==> src/rtl/bucket_pkg.sv <==
// Package with register map, reset values and carriers for the leaky bucket monitor.
package bucket_pkg;
   // Register indices (printed offsets are not all multiples of four).
   localparam logic [7:0] IDX_UPPER  = 8'h50;
   localparam logic [7:0] IDX_CLEAR  = 8'h51;
   localparam logic [7:0] IDX_MAXF   = 8'h52;
   localparam logic [7:0] IDX_DECAY  = 8'h53;
   localparam logic [7:0] IDX_STATUS = 8'h60;
   localparam logic [7:0] IDX_MASK   = 8'h61;
   localparam logic [7:0] IDX_FILL   = 8'h62;
   // Reset values.
   localparam logic [7:0] RST_UPPER  = 8'h06;
   localparam logic [7:0] RST_CLEAR  = 8'h04;
   localparam logic [7:0] RST_MAXF   = 8'h08;
   localparam logic [1:0] RST_DECAY  = 2'h1;
   localparam logic [1:0] RST_MASK   = 2'h0;
   // Status bit positions.
   localparam int ST_RAISE = 0;
   localparam int ST_CLEAR = 1;
   // Monitoring cycle length in system clocks.
   localparam int CYCLE_NS   = 1000;
   localparam int CLK_NS     = 20;
   localparam int CYCLE_CLKS = CYCLE_NS / CLK_NS;

   typedef struct packed {
      logic [7:0] upper;
      logic [7:0] clear_level;
      logic [7:0] max_fill;
      logic [1:0] decay;
   } bucket_cfg_s;
endpackage

==> src/rtl/bucket_core.sv <==
// Leaky bucket accumulator with hysteresis alarm.
`timescale 1ns/1ns
`default_nettype none
module bucket_core (
   // Clock and reset.
   input  wire logic               i_clk,
   input  wire logic               i_srst,
   // Monitoring strobes and configuration.
   input  wire logic               i_tick,
   input  wire logic               i_fault,
   input  wire bucket_pkg::bucket_cfg_s i_cfg,
   // State.
   output logic [7:0]              o_fill,
   output logic                    o_alarm,
   output logic                    o_raise_ev,
   output logic                    o_clear_ev
);
   logic [7:0] fill, next_fill;
   logic       alarm, next_alarm;
   logic [2:0] decay_cnt, next_decay_cnt;
   logic [2:0] decay_lim;

   always_comb begin
      decay_lim      = 3'((4'h1 << i_cfg.decay) - 4'h1);
      next_fill      = fill;
      next_alarm     = alarm;
      next_decay_cnt = decay_cnt;
      if (i_tick) begin
         if (i_fault) begin
            next_decay_cnt = 3'h0;
            if (fill < i_cfg.max_fill) begin
               next_fill = fill + 8'h01;
            end else begin
               next_fill = i_cfg.max_fill;
            end
         end else if (decay_cnt >= decay_lim) begin
            next_decay_cnt = 3'h0;
            if (fill != 8'h00) begin
               next_fill = fill - 8'h01;
            end
         end else begin
            next_decay_cnt = decay_cnt + 3'h1;
         end
      end
      if (!alarm && next_fill >= i_cfg.upper) begin
         next_alarm = 1'b1;
      end else if (alarm && next_fill <= i_cfg.clear_level) begin
         next_alarm = 1'b0;
      end
   end

   always_ff @(posedge i_clk) begin
      if (i_srst) begin
         fill       <= 8'h00;
         alarm      <= 1'b0;
         decay_cnt  <= 3'h0;
         o_raise_ev <= 1'b0;
         o_clear_ev <= 1'b0;
      end else begin
         fill       <= next_fill;
         alarm      <= next_alarm;
         decay_cnt  <= next_decay_cnt;
         o_raise_ev <= next_alarm & ~alarm;
         o_clear_ev <= alarm & ~next_alarm;
      end
   end

   assign o_fill  = fill;
   assign o_alarm = alarm;
endmodule
`default_nettype wire

==> src/rtl/bucket_monitor.sv <==
// Wishbone-attached leaky bucket activity monitor for one reference input.
`timescale 1ns/1ns
`default_nettype none
// Function
// - Each monitoring cycle with a failed or erratic input adds one to the bucket.
// - Each fault-free decay period of 1, 2, 4 or 8 cycles subtracts one.
// - An active alarm clears when the bucket falls to the lower threshold.
// - Faults never grow the bucket past the maximum size; a fault at the limit holds the fill there and restarts the decay period.
// - Lower threshold resets to 0x04, maximum size to 0x08; both read/write.
module bucket_monitor (
   // Clock and reset.
   input  wire logic        i_clk,
   input  wire logic        i_srst,
   // Wishbone slave.
   input  wire logic        i_wb_cyc,
   input  wire logic        i_wb_stb,
   input  wire logic        i_wb_we,
   input  wire logic [31:0] i_wb_adr,
   input  wire logic [3:0]  i_wb_sel,
   input  wire logic [31:0] i_wb_dat,
   output logic [31:0]      o_wb_dat,
   output logic             o_wb_ack,
   // Monitored input fault indication, from a pin.
   input  wire logic        i_fault,
   // Alarm and interrupt.
   output logic             o_alarm,
   output logic             o_irq
);
   bucket_pkg::bucket_cfg_s cfg, next_cfg;
   logic [1:0]  status, next_status, mask, next_mask;
   logic [31:0] rdata, next_rdata;
   logic        ack, next_ack;
   logic [5:0]  tick_cnt, next_tick_cnt;
   logic        tick;
   logic        fault_m, fault_s;
   logic [7:0]  fill;
   logic        alarm, raise_ev, clear_ev;
   logic        req;
   logic [7:0]  idx;
   logic        wr0;

   // The fault level crosses from the pin domain through two flops.
   always_ff @(posedge i_clk) begin
      if (i_srst) begin
         fault_m <= 1'b0;
         fault_s <= 1'b0;
      end else begin
         fault_m <= i_fault;
         fault_s <= fault_m;
      end
   end

   // Monitoring cycle divider.
   always_comb begin
      tick          = (tick_cnt == 6'(bucket_pkg::CYCLE_CLKS - 1));
      next_tick_cnt = tick ? 6'h00 : tick_cnt + 6'h01;
   end

   bucket_core bucket_core_i (
      .i_clk      (i_clk),
      .i_srst     (i_srst),
      .i_tick     (tick),
      .i_fault    (fault_s),
      .i_cfg      (cfg),
      .o_fill     (fill),
      .o_alarm    (alarm),
      .o_raise_ev (raise_ev),
      .o_clear_ev (clear_ev)
   );

   // Word index is byte address over four; only the low lane carries data, except the fill read, which puts the alarm in bit 8.
   always_comb begin
      req         = i_wb_cyc & i_wb_stb & ~ack;
      idx         = i_wb_adr[9:2];
      // A write commits at the edge where the master sees ack, while it still holds the request.
      wr0         = i_wb_cyc & i_wb_stb & ack & i_wb_we & i_wb_sel[0];
      next_ack    = req;
      next_cfg    = cfg;
      next_mask   = mask;
      next_rdata  = 32'h0000_0000;
      // Hardware set wins over a software clear in the same cycle.
      next_status = status;
      if (wr0 && idx == bucket_pkg::IDX_STATUS) begin
         next_status = status & ~i_wb_dat[1:0];
      end
      next_status[bucket_pkg::ST_RAISE] = next_status[bucket_pkg::ST_RAISE] | raise_ev;
      next_status[bucket_pkg::ST_CLEAR] = next_status[bucket_pkg::ST_CLEAR] | clear_ev;
      if (wr0) begin
         unique case (idx)
            bucket_pkg::IDX_UPPER: next_cfg.upper       = i_wb_dat[7:0];
            bucket_pkg::IDX_CLEAR: next_cfg.clear_level = i_wb_dat[7:0];
            bucket_pkg::IDX_MAXF:  next_cfg.max_fill    = i_wb_dat[7:0];
            bucket_pkg::IDX_DECAY: next_cfg.decay       = i_wb_dat[1:0];
            bucket_pkg::IDX_MASK:  next_mask            = i_wb_dat[1:0];
            default: begin
            end
         endcase
      end
      if (req && !i_wb_we) begin
         unique case (idx)
            bucket_pkg::IDX_UPPER:  next_rdata = {24'h00_0000, cfg.upper};
            bucket_pkg::IDX_CLEAR:  next_rdata = {24'h00_0000, cfg.clear_level};
            bucket_pkg::IDX_MAXF:   next_rdata = {24'h00_0000, cfg.max_fill};
            bucket_pkg::IDX_DECAY:  next_rdata = {30'h0000_0000, cfg.decay};
            bucket_pkg::IDX_STATUS: next_rdata = {30'h0000_0000, status};
            bucket_pkg::IDX_MASK:   next_rdata = {30'h0000_0000, mask};
            bucket_pkg::IDX_FILL:   next_rdata = {23'h00_0000, alarm, fill};
            default:                next_rdata = 32'h0000_0000;
         endcase
      end
   end

   always_ff @(posedge i_clk) begin
      if (i_srst) begin
         cfg.upper       <= bucket_pkg::RST_UPPER;
         cfg.clear_level <= bucket_pkg::RST_CLEAR;
         cfg.max_fill    <= bucket_pkg::RST_MAXF;
         cfg.decay       <= bucket_pkg::RST_DECAY;
         status          <= 2'h0;
         mask            <= bucket_pkg::RST_MASK;
         rdata           <= 32'h0000_0000;
         ack             <= 1'b0;
         tick_cnt        <= 6'h00;
      end else begin
         cfg      <= next_cfg;
         status   <= next_status;
         mask     <= next_mask;
         rdata    <= next_rdata;
         ack      <= next_ack;
         tick_cnt <= next_tick_cnt;
      end
   end

   assign o_wb_dat = rdata;
   assign o_wb_ack = ack;
   assign o_alarm  = alarm;
   assign o_irq    = |(status & mask);
endmodule
`default_nettype wire

==> config.mk <==
export PLATFORM = sky130hd
export DESIGN_NAME = bucket_monitor
export DESIGN_NICKNAME = d
export VERILOG_FILES = /design/src/rtl/bucket_pkg.sv /design/src/rtl/bucket_core.sv /design/src/rtl/bucket_monitor.sv
export SDC_FILE = /design/constraint.sdc
export NUM_CORES = 1
export LEC_CHECK = 0
export ABC_CLOCK_PERIOD_IN_PS = 9850
export BUFFER_PORTS_ARGS = -buffer_cell sky130_fd_sc_hd__buf_2
export CORE_MARGIN = 1
export CORE_UTILIZATION = 30
export DETAILED_ROUTE_END_ITERATION = 12
export SLEW_MARGIN = 5
export SYNTH_ARGS = -nofsm -noshare
export SYNTH_HDL_FRONTEND = slang
export SYNTH_SLANG_ARGS = --single-unit
==> constraint.sdc <==
create_clock -name i_clk -period 9.85 [get_ports i_clk]
set_input_delay 1.4775 -clock i_clk [delete_from_list [all_inputs] [get_ports i_clk]]
set_output_delay 1.4775 -clock i_clk [all_outputs]
set_load 0.1 [all_outputs]
== After elaboration in Yosys (flattened, before gate mapping) ==
Index checks and enable logic that the tools add are counted.
Widths: inputs -> output; s select.
Storage, ports and cells
  word-level logic and storage cells: 76
  flip-flop bits (word level): 85
  output and inout port bits: 35
  input port bits: 74
Operators by class
  magnitude comparators: 4
  eq/ne operators: 8
  reduce and logical (&&, ||, !) cells: 15
  shift-type cells: 1
  bitwise gates (word level): 16
  multiplexer cells: 11
  add/sub/neg operators: 5
Operators by type and width (count)
  $pmux 9 s7: 1
  $eq 8x7->1 const B: 7
  $mux 8: 5
  $reduce_and 2->1: 5
  $add 8x1->8 const B: 1
  $ge 8x8->1: 1
  $le 8x8->1: 1
  $lt 8x8->1: 1
  $reduce_bool 8->1: 1
  $sub 8x1->8 const B: 1
  $and 1x1->1: 7
  $add 6x1->6 const B: 1
  $eq 6x6->1 const B: 1
  $mux 3: 2
  $reduce_or 2->1: 3
  $and 2x2->2: 2
  $logic_and 1x1->1: 4
  $not 1->1: 4
  $add 3x1->3 const B: 1
  $ge 3x3->1: 1
  $shl 1x2->3 const A: 1
  $sub 3x1->3 const B: 1
  $logic_not 1->1: 2
  $mux 1: 2
  3 further kinds: 4

== Longest topological paths before layout ==
  word-level depth: 12
  mapped depth: 16

== Cells and area by module ==
Synthesis repeated with hierarchy kept, for this count alone.
Second synthesis, totals
  cells, all modules: 453
  area, all modules: 3998.8 µm²
By module, submodules not included
  bucket_monitor: cells an instance 234, area an instance 2336.0 µm², seq. area each 960.9 µm², instances 1
  bucket_core: cells an instance 219, area an instance 1662.8 µm², seq. area each 280.3 µm², instances 1

== Worst setup path after synthesis ==
Ideal clock, no wire load.
  kind: reg-to-reg
  start: reg cfg[1] (netlist bit)
  end: reg bucket_core_i.alarm, in the netlist bucket_core_i.o_alarm
  arrival time: 3011 ps
  period minus slack after synthesis: 3139 ps
  setup slack: 6711 ps
  setup time: 127 ps
  stages on the path, launching flop included: 16
  path buffers: 1
  path through: dfxtp_1 or2_2 ha_1 nor2b_1 o21ai_1 clkbuf_1 a21oi_1 nor4_1 a2bb2oi_1 ha_1 nand2b_1 a21o_1 a21o_1 a21oi_1 o21ai_1 o21bai_1
Between the ends
  longest elaborated chain between the ends: 10
  elaborated cells on any way between the ends: 12
  classes of those cells: add/sub: 1; order compare: 3; shift: 1; mux: 5; reduce/logical: 2
Ends and longest elaborated chain
  start: declaration: line bucket_monitor.sv:29  | bucket_pkg::bucket_cfg_s cfg, next_cfg;
  start signal: assignment: line bucket_monitor.sv:125  | cfg <= next_cfg;
  $shl 1x2->3 *: line bucket_core.sv:24  | decay_lim = 3'((4'h1 << i_cfg.decay) - 4'h1);
  $sub 3x1->3 *: line bucket_core.sv:24
  $ge 3x3->1 *: line bucket_core.sv:36  | end else if (decay_cnt >= decay_lim) begin
  $mux 8 *: line bucket_core.sv:36
  $mux 8 *: line bucket_core.sv:29  | if (i_fault) begin
  $mux 8 *: line bucket_core.sv:28  | if (i_tick) begin
  $le 8x8->1: line bucket_core.sv:47  | end else if (alarm && next_fill <= i_cfg.clear_level) begin
  $logic_and 1x1->1: line bucket_core.sv:47
  $mux 1: line bucket_core.sv:47
  $mux 1 *: line bucket_core.sv:45  | if (!alarm && next_fill >= i_cfg.upper) begin
  end signal: assignment: line bucket_core.sv:61  | alarm <= next_alarm;
  end: declaration: line bucket_core.sv:19  | logic alarm, next_alarm;
Mark *: on every way between the ends. The rest lies on a longest branch, timed or not.
A chain may end at the register's enable or synchronous reset.

== Final worst setup path ==
  start: reg cfg[1] (netlist bit)
  end: reg bucket_core_i.alarm, in the netlist bucket_core_i.o_alarm
Between the ends
  longest elaborated chain between the ends: 10
  elaborated cells on any way between the ends: 12
  classes of those cells: add/sub: 1; order compare: 3; shift: 1; mux: 5; reduce/logical: 2
Ends and longest elaborated chain
  $shl 1x2->3 *: line bucket_core.sv:24
  $sub 3x1->3 *: line bucket_core.sv:24
  $ge 3x3->1 *: line bucket_core.sv:36
  $mux 8 *: line bucket_core.sv:36
  $mux 8 *: line bucket_core.sv:29
  $mux 8 *: line bucket_core.sv:28
  named net bucket_core_i.next_fill[6]: line bucket_core.sv:18  | logic [7:0] fill, next_fill;
  $le 8x8->1: line bucket_core.sv:47
  $logic_and 1x1->1: line bucket_core.sv:47
  $mux 1: line bucket_core.sv:47
  $mux 1 *: line bucket_core.sv:45
The timed path passes the listed nets; every way through them passes the cells marked *.

==> summary.md <==
| Metric | Value |
|---|---|
| Status | `complete, no violations` |
| H-tree Lvls | `3` |
| Mapped Cells | `477` |
| Met1 global-route usage | `19.2%` |
| Skew final | `0.00437 ns` |
| Max transition margin | `45.8%` |
| Antenna diodes | `0` |
| Reg clk slew, reported paths | `0.05 ns` |
| Number of buffers created by CTS | `9` |
| Setup TNS Final | `0 ns` |
| Most frequent cell after synthesis | `dfxtp_1` |
| Synth area leader | `dfxtp_1` |
| First-pass GRT wire length | `16,100 um` |
| Nets@finish | `603` |
| CTS Sinks | `62` |
| Iteration-0 DRC Markers | `327` |
| Synth warnings | `0` |
| Synth top area share | `31.8%` |
| Clock Path Buffers | `2` |
| CTS tree | `built` |
| Die Ht | `116 um` |
| FMAX | `0.249 GHz` |
| Lkg Pwr | `1.77 nW` |
| Routing usage on met3 | `4.03%` |
| #FFs+latches synth | `62` |
| # rows | `41` |
| RSZ-0062 raised after global routing | `no` |
| Total number of vias | `3,428` |
| Register area share after synthesis | `31.8%` |
| Full die area | `0.0135 sq mm` |
| DP Worst Slack | `5.89 ns` |
| PostCTS Resize Cnt | `0` |
| Worst Hold Class | `reg2reg` |
| Total track usage | `15.7%` |
| CP Data Required Time | `10.05 ns` |
| # hold bufs at CTS | `0` |
| P&R area growth vs syn | `14.0%` |
| Pwr/cell area | `154 mW/mm^2` |
| Routed vias/inst | `5.09` |
| Fin crit share | `40.8%` |
| CP startpoint kind | `flop` |
| GP Congestion | `0.841` |
| Initial Utilization | `30.8%` |
| Synth Area per Inst | `8.18 sq um` |
| Cell variety after synth | `62` |
| Worst-path fanout max | `13` |
| Post-synth EDFFs | `0` |
| Sequential cell area | `0.00124 sq mm` |
| Clk Latency, worst-skew pair | `0.34 ns` |
| DP HPWL | `6980 um` |
| Ranking of synthesized cells by area | `dfxtp_1, ha_1, a21oi_1` |
| CTS root buffer | `clkbuf_16` |
| Initial antenna violation count | `0` |
| Die Wd | `116 um` |
| Multi-input logic area | `0.00235 sq mm` |
| Fillers | `1,348` |
| Hold Fails Final Rpt | `0` |
| Vias in the first global route | `3,224` |
| Routed length per instance | `14.5 um` |
| Layout cell share with drive strength beyond 1 | `12.9%` |
| Arrival @ worst endpoint | `4.22 ns` |
| Remaining global-route overflow | `0` |
| Worst-margin pin slew | `0.808 ns` |
| Synth cell count leaders | `dfxtp_1, nand2_1, a21oi_1, ha_1` |
| DP Area | `0.00410 sq mm` |
| Post-route setup slack | `5.83 ns` |
| Remaining DRCs | `0` |
| Fin Hold WS | `0.435 ns` |
| Num ports | `109` |
| Main synth FF type | `dfxtp_1` |
| Tmin final | `4.02 ns` |
| Met2 GRT Util | `26.5%` |
| # port buffers | `34` |
| Post-synth ARST share | `0%` |
| Post-CTS Setup Bufs | `0` |
| Core Area | `0.0127 sq mm` |
| Setup violations, final | `0` |
| Peak VDD IR | `0.0777 mV` |
| Largest net degree at the start of global routing | `58` |
| Drt total wl | `9760 um` |
| Final Cell Area | `0.00445 sq mm` |
| Max Cap Viol | `0` |
| CP Class | `reg2reg` |
| Total iterations of the first detailed-routing run | `7` |
| Max Slew Vio Count | `0` |
| Final Util | `35.1%` |
| Layer with the highest usage | `met2` |
| CP endpoint kind | `flop` |
| Synth Cell Area | `0.00390 sq mm` |
| Post-DRT Antenna Nets | `0` |
-- cells by family (layout without fill, tap and decap cells) --
group	count (synthesis)	in the layout	synth area share, %
buffers and inverters	78	81	10.1
adder cells (fa/ha/maj)	32	32	10.3
AND/OR/NAND/NOR	163	163	22.1
other	1	23	0.0961
XOR/XNOR	11	11	2.47
flip-flops	62	62	31.8
multiplexers	10	10	2.66
AO/OA/AOI/OAI	120	120	20.5
-- final cells by class --
class / count / share of cell area, %
multi-input cells: 359 / 52.8
clock inverters: 3 / 2.02
flip-flops and latches: 62 / 27.9
inverters: 29 / 2.45
clock buffers: 13 / 5.85
well taps: 172 / 4.84
repair buffers: 36 / 4.16
-- sequential cells by signal (all words and copies together), names as in the netlist --
name                      count
cfg                          26
o_wb_dat                      9
bucket_core_i.o_fill          8
tick_cnt                      6
bucket_core_i.decay_cnt       3
mask                          2
status                        2
bucket_core_i.o_alarm         1
bucket_core_i.o_clear_ev      1
bucket_core_i.o_raise_ev      1
fault_m                       1
fault_s                       1
o_wb_ack                      1
-- path summary, 6_finish.rpt --
kind | start | end | slack (ns) | cells after the start
hold / removal | bucket_core_i.o_clear_ev$_SDFF_PP0_ | status[1]$_SDFF_PP0_ | 0.44 | 2
hold reg to reg | bucket_core_i.o_clear_ev$_SDFF_PP0_ | status[1]$_SDFF_PP0_ | 0.44 | 2
setup reg to reg | cfg[1]$_SDFFE_PP0P_ | bucket_core_i.o_alarm$_SDFF_PP0_ | 5.83 | 15
setup / recovery | cfg[1]$_SDFFE_PP0P_ | bucket_core_i.o_alarm$_SDFF_PP0_ | 5.83 | 15
-- placed cells by master (no fill, tap or decap), types with 3 or more instances in the layout --
cell type / netlist / layout
a211o_1: 3 / 3
a211oi_2: 3 / 3
a21o_1: 8 / 8
a21oi_1: 48 / 48
a222oi_1: 4 / 4
a22oi_1: 12 / 12
a31oi_1: 4 / 4
a32oi_1: 3 / 3
and3_1: 7 / 7
buf_2: 6 / 34
bufinv_16: 0 / 3
clkbuf_16: 0 / 9
conb_1: 1 / 23
dfxtp_1: 62 / 62
ha_1: 32 / 32
inv_1: 28 / 28
mux2i_1: 7 / 7
nand2_1: 52 / 52
nand2b_1: 5 / 5
nand3_1: 28 / 28
nand4_1: 5 / 5
nor2_1: 22 / 22
nor2b_1: 5 / 5
nor3_1: 13 / 13
nor3b_1: 3 / 3
nor4_1: 3 / 3
o21a_1: 4 / 4
o21ai_0: 5 / 5
o21ai_1: 10 / 10
o22ai_1: 4 / 4
xnor2_1: 8 / 8
xor2_1: 3 / 3
-- worst max-delay path, stage by stage, from the launching register on --
cell	delay, ns
dfxtp_1	0.34
or2_2	0.31
ha_1	0.27
nor2b_1	0.04
o21ai_1	0.64
nor3b_1	0.54
a41oi_1	0.18
a21o_1	0.20
o21ai_1	0.18
ha_1	0.30
a21o_1	0.18
a21oi_1	0.16
nor3_1	0.06
a31oi_1	0.18
o21ai_1	0.13
o21bai_1	0.17
-- through the flow --
step / total power [mW] / instances
final: 0.685 / 674
after CTS: 0.690 / 674
after global placement: 0.317 / 658
after global routing: 0.706 / 674
after detailed placement: 0.318 / 658
after floorplan: 0.315 / 499
-- layer usage --
metal  up-vias  share of wire [%]
met5         -                  0
met4         0                1.3
met3        12                4.9
met2        81                 49
met1      1634                 44
li1       1701                  -
-- where the power goes --
group	leakage (nW)	internal (mW)	switching [mW]
Combinational	1.09	0.00703	0.0509
Clock	0.170	0.261	0.111
Sequential	0.501	0.253	0.00188
Total	1.77	0.521	0.164
(Power assumes the default switching activity.)
